## src/verilog/psd_cfg.svh

```systemverilog
// psd_cfg.svh: offsets, field positions, reset values and timing counts of the source detector
// assumes inclusion by bare name from the design file and its package
`ifndef PSD_CFG_SVH
`define PSD_CFG_SVH
// timing
`define PSD_CLK_MHZ 100
`define PSD_DEB_MS 100
`define PSD_DEB_CYC (`PSD_DEB_MS * 1000 * `PSD_CLK_MHZ)
`define PSD_CNT_W 24
// register byte offsets
`define PSD_OFF_CTRL 12'h000
`define PSD_OFF_STAT 12'h004
`define PSD_OFF_IRQ2 12'h008
`define PSD_OFF_IRQ1 12'h00c
`define PSD_OFF_THR_BAT 12'h010
`define PSD_OFF_THR_SDP 12'h014
`define PSD_OFF_THR_DCP 12'h018
`define PSD_OFF_THR_DC 12'h01c
`define PSD_OFF_ADC 12'h020
// control fields
`define PSD_C_USBDB 0
`define PSD_C_ADPDB 1
`define PSD_C_RMEN 2
`define PSD_C_RMSRC 3
`define PSD_C_COLD 4
`define PSD_C_DBL 5
`define PSD_C_DCP 6
`define PSD_CTRL_RST 7'h03
// status / flag fields
`define PSD_S_BAT 0
`define PSD_S_USB 1
`define PSD_S_ADP 2
`define PSD_S_SYS 3
`define PSD_S_LOW 4
`define PSD_I_BAT 0
`define PSD_I_USB 1
`define PSD_I_ADP 2
`define PSD_I_SYS 3
`define PSD_ADC_W 10
`endif

```

## src/verilog/psd_pkg.sv

```systemverilog
// psd_pkg.sv: types of the power source detector
// assumes psd_cfg.svh on the include path
`include "psd_cfg.svh"
package psd_pkg;
    typedef enum logic [1:0] {
        PSD_ADC_IDLE = 2'b00,
        PSD_ADC_REQ = 2'b01,
        PSD_ADC_WAIT = 2'b11
    } psd_adc_t;
    typedef struct packed {
        logic [6:0] ctrl;
        logic [3:0] flags;
        logic src_flag;
        logic [`PSD_ADC_W-1:0] thr_bat;
        logic [`PSD_ADC_W-1:0] thr_sdp;
        logic [`PSD_ADC_W-1:0] thr_dcp;
        logic [`PSD_ADC_W-1:0] thr_dc;
        logic thr_loaded;
        logic [`PSD_ADC_W-1:0] adc_last;
        logic [1:0] sy_host;
        logic [1:0] sy_id;
        logic [1:0] sy_vbat;
        logic [1:0] sy_sys;
        logic [1:0] sy_usb;
        logic [1:0] sy_adp;
        logic [1:0] sy_lnk;
        logic [3:0] st;
        logic [`PSD_CNT_W-1:0] cnt_bat;
        logic [`PSD_CNT_W-1:0] cnt_sys;
        logic [`PSD_CNT_W-1:0] cnt_usb;
        logic [`PSD_CNT_W-1:0] cnt_adp;
        logic id_hold;
        logic low;
        logic irq;
        logic cold;
        logic adc_start;
        psd_adc_t adc_st;
        logic [31:0] prdata;
        logic pready;
        logic pslverr;
        logic link_host;
        logic link_oe;
    } psd_state_t;
endpackage : psd_pkg

```

## src/verilog/psd_top.sv

```systemverilog
// psd_top.sv: power source detection logic with APB register file
// assumes comparator and pin inputs asynchronous; ADC and OTP on the system clock
//
// Contract
// identity line high means removal when enabled
// removal reported after 100ms stable presence
// removal does cold off or interrupt only
// link enable kills analog removal sensing
// entering link holds last presence state
// link splits identity line into two pins
// host may enable link from resistance
// rail valid after 100ms above threshold
// usb set after 100ms valid, debounce on
// usb set at once, debounce off
// usb cleared after 100ms invalid, debounce on
// usb cleared at once, debounce off
// usb change sets flag and summary
// host reads status after source interrupt
// adapter set: 100ms or at once
// adapter cleared: 100ms or at once
// adapter change sets flag and summary
// detection done starts battery measurement, compare
// threshold chosen by active source
// low pin when reading below threshold
// thresholds default from OTP, software writable
// every source event raises interrupt
// source select picks identity or voltage comparator
// debounce counter restarts on bounce
//
// Implementation choices: register access over APB and the address map.
`timescale 1ns/100ps
`default_nettype none
`include "psd_cfg.svh"
module psd_top #(
    parameter int unsigned DEB_CYC = `PSD_DEB_CYC
) (
    // clock and reset
    input wire logic I_SYS_CLK,
    input wire logic I_RST,
    // apb slave
    input wire logic I_PSEL,
    input wire logic I_PENABLE,
    input wire logic I_PWRITE,
    input wire logic [11:0] I_PADDR,
    input wire logic [31:0] I_PWDATA,
    output logic [31:0] O_PRDATA,
    output logic O_PREADY,
    output logic O_PSLVERR,
    // comparators, asynchronous
    input wire logic I_ID_HIGH,
    input wire logic I_VBAT_OK,
    input wire logic I_SYS_OK,
    input wire logic I_USB_OK,
    input wire logic I_ADP_OK,
    // otp defaults, stable after reset
    input wire logic [`PSD_ADC_W-1:0] I_OTP_THR_BAT,
    input wire logic [`PSD_ADC_W-1:0] I_OTP_THR_SDP,
    input wire logic [`PSD_ADC_W-1:0] I_OTP_THR_DCP,
    input wire logic [`PSD_ADC_W-1:0] I_OTP_THR_DC,
    // adc
    output logic O_ADC_START,
    input wire logic I_ADC_DONE,
    input wire logic [`PSD_ADC_W-1:0] I_ADC_DATA,
    // battery link pass-through
    input wire logic I_LINK_LINE_IN,
    input wire logic I_LINK_FROM_HOST,
    output logic O_LINK_LINE_OE,
    output logic O_LINK_TO_HOST,
    // system
    output logic O_SYS_VALID,
    output logic O_LOW_BATTERY,
    output logic O_IRQ,
    output logic O_COLD_OFF
);
    psd_pkg::psd_state_t s_reg;
    psd_pkg::psd_state_t s_next;
    // ----------------------------------------
    // debounce step
    // ----------------------------------------
    // high once the count has run out, or at once when debounce is off
    function automatic logic deb_done(input logic db_en, input logic [`PSD_CNT_W-1:0] cnt,
                                      input int unsigned lim);
        deb_done = !db_en || ({8'h00, cnt} >= (lim - 32'h1));
    endfunction : deb_done
    logic [`PSD_ADC_W-1:0] thr_sel;
    logic rm_raw;
    logic [31:0] rd;
    logic rd_ok;
    logic acc;
    logic wr;
    logic usb_done;
    logic adp_done;
    logic bat_done;
    logic sys_done;
    logic [3:0] ev;
    // ----------------------------------------
    // next state
    // ----------------------------------------
    always_comb begin
        s_next = s_reg;
        ev = 4'h0;
        // two-flop synchronisers; first stage read only by the second
        s_next.sy_id = {s_reg.sy_id[0], I_ID_HIGH};
        s_next.sy_vbat = {s_reg.sy_vbat[0], I_VBAT_OK};
        s_next.sy_sys = {s_reg.sy_sys[0], I_SYS_OK};
        s_next.sy_usb = {s_reg.sy_usb[0], I_USB_OK};
        s_next.sy_adp = {s_reg.sy_adp[0], I_ADP_OK};
        s_next.sy_lnk = {s_reg.sy_lnk[0], I_LINK_LINE_IN};
        s_next.sy_host = {s_reg.sy_host[0], I_LINK_FROM_HOST};
        // otp defaults loaded once after reset release
        if (!s_reg.thr_loaded) begin
            s_next.thr_bat = I_OTP_THR_BAT;
            s_next.thr_sdp = I_OTP_THR_SDP;
            s_next.thr_dcp = I_OTP_THR_DCP;
            s_next.thr_dc = I_OTP_THR_DC;
            s_next.thr_loaded = 1'b1;
        end
        // presence: identity line high is removal, voltage low is removal
        if (s_reg.ctrl[`PSD_C_RMSRC]) begin
            rm_raw = s_reg.sy_id[1];
        end else begin
            rm_raw = !s_reg.sy_vbat[1];
        end
        // link mode freezes the last presence sample
        if (s_reg.ctrl[`PSD_C_DBL]) begin
            rm_raw = s_reg.id_hold;
        end else begin
            s_next.id_hold = rm_raw;
        end
        bat_done = deb_done(1'b1, s_reg.cnt_bat, DEB_CYC);
        if ((!rm_raw) == s_reg.st[`PSD_S_BAT]) begin
            s_next.cnt_bat = '0;
        end else if (bat_done) begin
            s_next.cnt_bat = '0;
            s_next.st[`PSD_S_BAT] = !rm_raw;
            ev[`PSD_I_BAT] = 1'b1;
        end else begin
            s_next.cnt_bat = s_reg.cnt_bat + 1'b1;
        end
        // system rail: only rising is debounced, falling drops at once
        sys_done = deb_done(1'b1, s_reg.cnt_sys, DEB_CYC);
        if (!s_reg.sy_sys[1]) begin
            s_next.cnt_sys = '0;
            s_next.st[`PSD_S_SYS] = 1'b0;
        end else if (!s_reg.st[`PSD_S_SYS]) begin
            if (sys_done) begin
                s_next.st[`PSD_S_SYS] = 1'b1;
                ev[`PSD_I_SYS] = 1'b1;
            end else begin
                s_next.cnt_sys = s_reg.cnt_sys + 1'b1;
            end
        end
        usb_done = deb_done(s_reg.ctrl[`PSD_C_USBDB], s_reg.cnt_usb, DEB_CYC);
        if (s_reg.sy_usb[1] == s_reg.st[`PSD_S_USB]) begin
            s_next.cnt_usb = '0;
        end else if (usb_done) begin
            s_next.cnt_usb = '0;
            s_next.st[`PSD_S_USB] = s_reg.sy_usb[1];
            ev[`PSD_I_USB] = 1'b1;
        end else begin
            s_next.cnt_usb = s_reg.cnt_usb + 1'b1;
        end
        adp_done = deb_done(s_reg.ctrl[`PSD_C_ADPDB], s_reg.cnt_adp, DEB_CYC);
        if (s_reg.sy_adp[1] == s_reg.st[`PSD_S_ADP]) begin
            s_next.cnt_adp = '0;
        end else if (adp_done) begin
            s_next.cnt_adp = '0;
            s_next.st[`PSD_S_ADP] = s_reg.sy_adp[1];
            ev[`PSD_I_ADP] = 1'b1;
        end else begin
            s_next.cnt_adp = s_reg.cnt_adp + 1'b1;
        end
        // cold off latches on confirmed removal when so configured
        if (ev[`PSD_I_BAT] && rm_raw && s_reg.ctrl[`PSD_C_RMEN] && s_reg.ctrl[`PSD_C_COLD]) begin
            s_next.cold = 1'b1;
        end
        // only removals are gated by the enable; insertions always flag
        if (!s_reg.ctrl[`PSD_C_RMEN] && !s_next.st[`PSD_S_BAT]) begin
            ev[`PSD_I_BAT] = 1'b0;
        end
        // threshold by source, adapter first
        if (s_reg.st[`PSD_S_ADP]) begin
            thr_sel = s_reg.thr_dc;
        end else if (s_reg.st[`PSD_S_USB] && s_reg.ctrl[`PSD_C_DCP]) begin
            thr_sel = s_reg.thr_dcp;
        end else if (s_reg.st[`PSD_S_USB]) begin
            thr_sel = s_reg.thr_sdp;
        end else begin
            thr_sel = s_reg.thr_bat;
        end
        // measurement: after each detection event, repeat while on external power
        s_next.adc_start = 1'b0;
        case (s_reg.adc_st)
            psd_pkg::PSD_ADC_IDLE: begin
                if (ev != 4'h0 || s_reg.st[`PSD_S_USB] || s_reg.st[`PSD_S_ADP]) begin
                    s_next.adc_st = psd_pkg::PSD_ADC_REQ;
                end
            end
            psd_pkg::PSD_ADC_REQ: begin
                s_next.adc_start = 1'b1;
                s_next.adc_st = psd_pkg::PSD_ADC_WAIT;
            end
            psd_pkg::PSD_ADC_WAIT: begin
                if (I_ADC_DONE) begin
                    s_next.adc_last = I_ADC_DATA;
                    s_next.low = (I_ADC_DATA < thr_sel);
                    s_next.adc_st = psd_pkg::PSD_ADC_IDLE;
                end
            end
            default: begin
                s_next.adc_st = psd_pkg::PSD_ADC_IDLE;
            end
        endcase
        // link pass-through, only while link mode is on
        s_next.link_oe = s_reg.ctrl[`PSD_C_DBL] && !s_reg.sy_host[1];
        s_next.link_host = s_reg.ctrl[`PSD_C_DBL] ? s_reg.sy_lnk[1] : 1'b1;
        // apb
        acc = I_PSEL && I_PENABLE && !s_reg.pready;
        // write lands at the edge where the master sees pready high
        wr = I_PSEL && I_PENABLE && I_PWRITE && s_reg.pready;
        rd = 32'h0;
        rd_ok = 1'b1;
        if (I_PADDR == `PSD_OFF_CTRL) begin
            rd = {25'h0, s_reg.ctrl};
        end else if (I_PADDR == `PSD_OFF_STAT) begin
            rd = {27'h0, s_reg.low, s_reg.st};
        end else if (I_PADDR == `PSD_OFF_IRQ2) begin
            rd = {28'h0, s_reg.flags};
        end else if (I_PADDR == `PSD_OFF_IRQ1) begin
            rd = {31'h0, s_reg.src_flag};
        end else if (I_PADDR == `PSD_OFF_THR_BAT) begin
            rd = {22'h0, s_reg.thr_bat};
        end else if (I_PADDR == `PSD_OFF_THR_SDP) begin
            rd = {22'h0, s_reg.thr_sdp};
        end else if (I_PADDR == `PSD_OFF_THR_DCP) begin
            rd = {22'h0, s_reg.thr_dcp};
        end else if (I_PADDR == `PSD_OFF_THR_DC) begin
            rd = {22'h0, s_reg.thr_dc};
        end else if (I_PADDR == `PSD_OFF_ADC) begin
            rd = {22'h0, s_reg.adc_last};
        end else begin
            rd_ok = 1'b0;
        end
        s_next.pready = acc;
        s_next.pslverr = acc && !rd_ok;
        s_next.prdata = (acc && !I_PWRITE) ? rd : 32'h0;
        if (wr && rd_ok) begin
            if (I_PADDR == `PSD_OFF_CTRL) begin
                s_next.ctrl = I_PWDATA[6:0];
            end else if (I_PADDR == `PSD_OFF_IRQ2) begin
                s_next.flags = s_reg.flags & ~I_PWDATA[3:0];
            end else if (I_PADDR == `PSD_OFF_THR_BAT) begin
                s_next.thr_bat = I_PWDATA[`PSD_ADC_W-1:0];
            end else if (I_PADDR == `PSD_OFF_THR_SDP) begin
                s_next.thr_sdp = I_PWDATA[`PSD_ADC_W-1:0];
            end else if (I_PADDR == `PSD_OFF_THR_DCP) begin
                s_next.thr_dcp = I_PWDATA[`PSD_ADC_W-1:0];
            end else if (I_PADDR == `PSD_OFF_THR_DC) begin
                s_next.thr_dc = I_PWDATA[`PSD_ADC_W-1:0];
            end
        end
        // set wins over the write-one clear
        s_next.flags = s_next.flags | ev;
        s_next.src_flag = |s_next.flags;
        s_next.irq = s_next.src_flag;
    end
    // ----------------------------------------
    // state register
    // ----------------------------------------
    always_ff @(posedge I_SYS_CLK) begin
        if (I_RST) begin
            s_reg <= '0;
            s_reg.ctrl <= `PSD_CTRL_RST;
            s_reg.link_host <= 1'b1;
        end else begin
            s_reg <= s_next;
        end
    end
    assign O_PRDATA = s_reg.prdata;
    assign O_PREADY = s_reg.pready;
    assign O_PSLVERR = s_reg.pslverr;
    assign O_ADC_START = s_reg.adc_start;
    assign O_LINK_LINE_OE = s_reg.link_oe;
    assign O_LINK_TO_HOST = s_reg.link_host;
    assign O_SYS_VALID = s_reg.st[`PSD_S_SYS];
    assign O_LOW_BATTERY = s_reg.low;
    assign O_IRQ = s_reg.irq;
    assign O_COLD_OFF = s_reg.cold;
endmodule : psd_top
`default_nettype wire
```

## config.mk

```make
export PLATFORM = sky130hd
export DESIGN_NAME = psd_top
export DESIGN_NICKNAME = d
export VERILOG_FILES = /design/src/verilog/psd_pkg.sv /design/src/verilog/psd_top.sv
export VERILOG_INCLUDE_DIRS = /design/src /design/src/verilog
export SDC_FILE = /design/constraint.sdc
export NUM_CORES = 1
export LEC_CHECK = 0
export BUFFER_PORTS_ARGS = -buffer_cell sky130_fd_sc_hd__buf_2
export CAP_MARGIN = 20
export CORE_MARGIN = 10
export CORE_UTILIZATION = 46
export DETAILED_ROUTE_END_ITERATION = 8
export PLACE_DENSITY = 0.79
export SETUP_SLACK_MARGIN = 0.2
export SYNTH_ARGS = -nofsm -noshare
export SYNTH_HDL_FRONTEND = slang
export SYNTH_SLANG_ARGS = --single-unit
```

## constraint.sdc

```tcl
create_clock -name I_SYS_CLK -period 2.3 [get_ports I_SYS_CLK]
set_clock_uncertainty 0.05 [all_clocks]
set_input_delay 0 -clock I_SYS_CLK [delete_from_list [all_inputs] [get_ports I_SYS_CLK]]
set_output_delay 0 -clock I_SYS_CLK [all_outputs]
set_load 0.02 [all_outputs]
```

==> impl_metrics.ini <==
[sta]
rsz0062_at_grt = true
min_period_over_period_pct = 97.6
fin_crit_ns = 2.24
maxSlewViolCount = 0
maxSlewHeadroom_pct = 38.2
tns_ns = 0
final-hold-violation-count = 0
clock.fmax_mhz = 445
setup_viol = 0
hold_slack_ns = 0.0286
tightestPinTransition_ns = 0.925

[detailed_routing]
via_count = 9121
avgViaCountPerCell = 5.71
post-route-drc-count = 0
routed_wl_um = 28800
drtIter0Drc = 857
dr.pass1.iters = 7
wl_per_cell_um = 18.0
antenna_left = 0

[floorplan]
num_rows = 52
die_h_um = 164
die_width_um = 164
io_pins = 148
fp.coreArea_um2 = 20400
initial_core_util_pct = 47.0
dieArea_um2 = 27000

[worst_hold_path]
hold_start = I_PADDR[3]
min_path_type = input pin to register

[logic_synthesis]
yosysTopAreaCell = dfxtp_1
netlist_area_um2 = 9580
synth_top_family_by_area = simple AND/OR/NAND/NOR gates
synth-simple-area-share_pct = 22.9
synth_top_area_share_pct = 41.2
syn_area_per_cell_um2 = 8.49
synthAdderAreaFrac_pct = 1.70
yosysWarnings = 0
ys_seq_area_share_pct = 41.2
synth_mux_area_share_pct = 7.55
ys_top_cells_by_area = dfxtp_1 (41%), mux2i_1 (7.3%), nor2_1 (6.5%)
ys.flop_type = dfxtp_1
ys_ff_latch = 197
ys_async_sr_fraction_pct = 0
synth.distinct_cells = 66
synth_xor_area_share_pct = 5.58
synth_enable_flop_cells = 0
synth_compound_area_share_pct = 15.3
syn_inst = 1128

[layout]
seqCellArea_um2 = 3970
multi_input_area_um2 = 5500
largest_reg_flops = 171
nets = 1433
nFillCells = 1649
drive_gt1_share_pct = 22.1
area_growth_pct = 28.5

[placed_design]
place.gp.congestion = 0.957
dpl.hpwl_um = 19200
portBuffers = 103

[pwr]
clkPwrFrac_pct = 42.4
switching_share_pct = 24.6
ir_worst_vdd_uv = 484
sequentialPowerShare_pct = 49.7
p_leak_uw = 0.00452
intPower_uw = 5360
comb_power_share_pct = 8.0
power.density_nw_per_um2 = 578
switchingPower_uw = 1750
power_uw = 7110

[cts]
cts_tree = yes
clk_pin_slew_worst_paths_ns = 0.07
htree_levels = 4
clockBufferDepth = 2
cts_buffers = 17
cts_sinks = 197
root_buffer = clkbuf_16
worst_skew_pair.late_latency_ns = 0.45

[setup_path]
cp-end-kind = register
required_ns = 2.63
critPathMaxFanout = 3
cp-start-kind = register
critPathArrivalTime_ns = 2.57
crit_path_start = s_reg[219]
r2r-start = s_reg[219]
crit_type = register to register

[job]
maxCapViolations = 0

[grt]
grt_pass1_wl_um = 43700
overflow = 0
grt_pass1_vias = 8564
grt_max_degree = 59
antenna_found_initial = 0
grt_usage_pct = 20.0

[run_status]
status = completed
[metal layers]
layer	wire, µm	part of all wire [%]	global-route usage [%]	up-vias
met4	1010	3.5	9.42	0
met5	0	0	0	-
met2	13100	45	30.3	429
met1	12000	42	26.2	4280
met3	2670	9.3	4.93	91
li1	-	-	-	4321
[cells in the mapped netlist, types with 5 or more instances]
cell	instances
inv_1	16
or4_1	19
o31ai_1	18
buf_4	32
nand2_1	91
nand2b_1	11
mux2i_1	70
xnor2_1	28
xor2_1	33
a211oi_2	10
a21oi_1	70
nand3_1	44
nor3_1	26
clkbuf_1	50
a211oi_1	45
nand4_1	18
nor2b_1	22
buf_2	6
nor2_1	167
o21ai_0	23
nor4_1	7
and4_1	5
a31oi_1	5
or3_1	14
buf_1	5
ha_1	13
dfxtp_1	197
and3_1	15
o211ai_1	7
[worst max-delay path, stage by stage, from the launching register on]
cell and delay, ns:
dfxtp_4 0.37, mux2i_2 0.27, a211oi_2 0.10, a21oi_1 0.18, ha_1 0.28, a21o_1 0.17
a211oi_2 0.22, o211ai_1 0.14, a21oi_1 0.17, o211ai_1 0.10, a21oi_1 0.12
[path summary, 6_finish.rpt]
| check | slack (ns) | end | cells after the start |
|---|---|---|---|
| setup / recovery | 0.06 | O_LOW_BATTERY | 10 |
| hold / removal | 0.03 | O_PRDATA[0] | 3 |
| setup reg to reg | 0.06 | O_LOW_BATTERY | 10 |
| hold reg to reg | 0.35 | O_LINK_LINE_OE | 1 |
[power groups by stage]
stage	registers [µW]	clock network [µW]	logic, µW
2_1_floorplan	3580	0	296
3_3_place_gp	3600	0	425
3_5_place_dp	3600	0	434
4_1_cts	3520	3040	535
5_1_grt	3530	3140	603
6_report	3530	3010	565
[through the flow]
| step | area [µm²] | utilization, % | setup slack, ns | cells |
|---|---|---|---|---|
| 2_1_floorplan | 9670 | - | 0.135 | 1149 |
| 3_3_place_gp | 10400 | 51.3 | 0.0872 | 1475 |
| 3_5_place_dp | 10400 | 51.3 | 0.0286 | 1475 |
| 4_1_cts | 11900 | 58.5 | 0.0996 | 1588 |
| 5_1_grt | 12300 | 60.4 | -0.0433 | 1596 |
| 6_report | 12300 | 60.4 | 0.0550 | 1597 |
[cells by family after synthesis]
group / count (synthesis)
and+or+nand+nor: 457
AOI/OAI and AO/OA: 216
other: 1
muxes: 72
buffers and inverters: 111
adders and majority gates: 13
xor gates and xnor gates: 61
DFF: 197
[cell type report]
cell class / instances / area share, %
Clock buffer: 21 / 3.91
Tap cell: 270 / 2.75
Timing Repair Buffer: 239 / 14.9
Multi-Input combinational cell: 841 / 44.7
Inverter: 17 / 0.519
Clock inverter: 11 / 0.915
Antenna cell: 1 / 0.0203
Sequential cell: 197 / 32.3
[timing repair]
item,4_1_cts,5_1_grt
buffers inserted,7,7
hold buffers,74,0
gates resized for setup,23,76
hold endpoints to repair,79,0
endpoints found under the setup margin,23,47
pin swaps,23,52
cloned,0,1
[placed cells by master (no fill, tap or decap), types with 13 or more instances in the layout]
cell,Yosys,final
o21ai_0,23,20
dfxtp_1,197,181
or4_4,1,13
nand4_1,18,18
conb_1,1,22
a211oi_2,10,14
mux2i_1,70,68
nor2b_1,22,22
a211oi_1,45,41
buf_4,32,49
xnor2_1,28,28
and3_1,15,13
clkbuf_16,0,18
dlygate4sd3_1,0,74
nand3_1,44,44
a21oi_1,70,59
inv_1,16,15
xor2_1,33,33
nor3_1,26,22
nand2_1,91,90
nor2_1,167,164
buf_2,6,103
(Power assumes the default switching activity.)
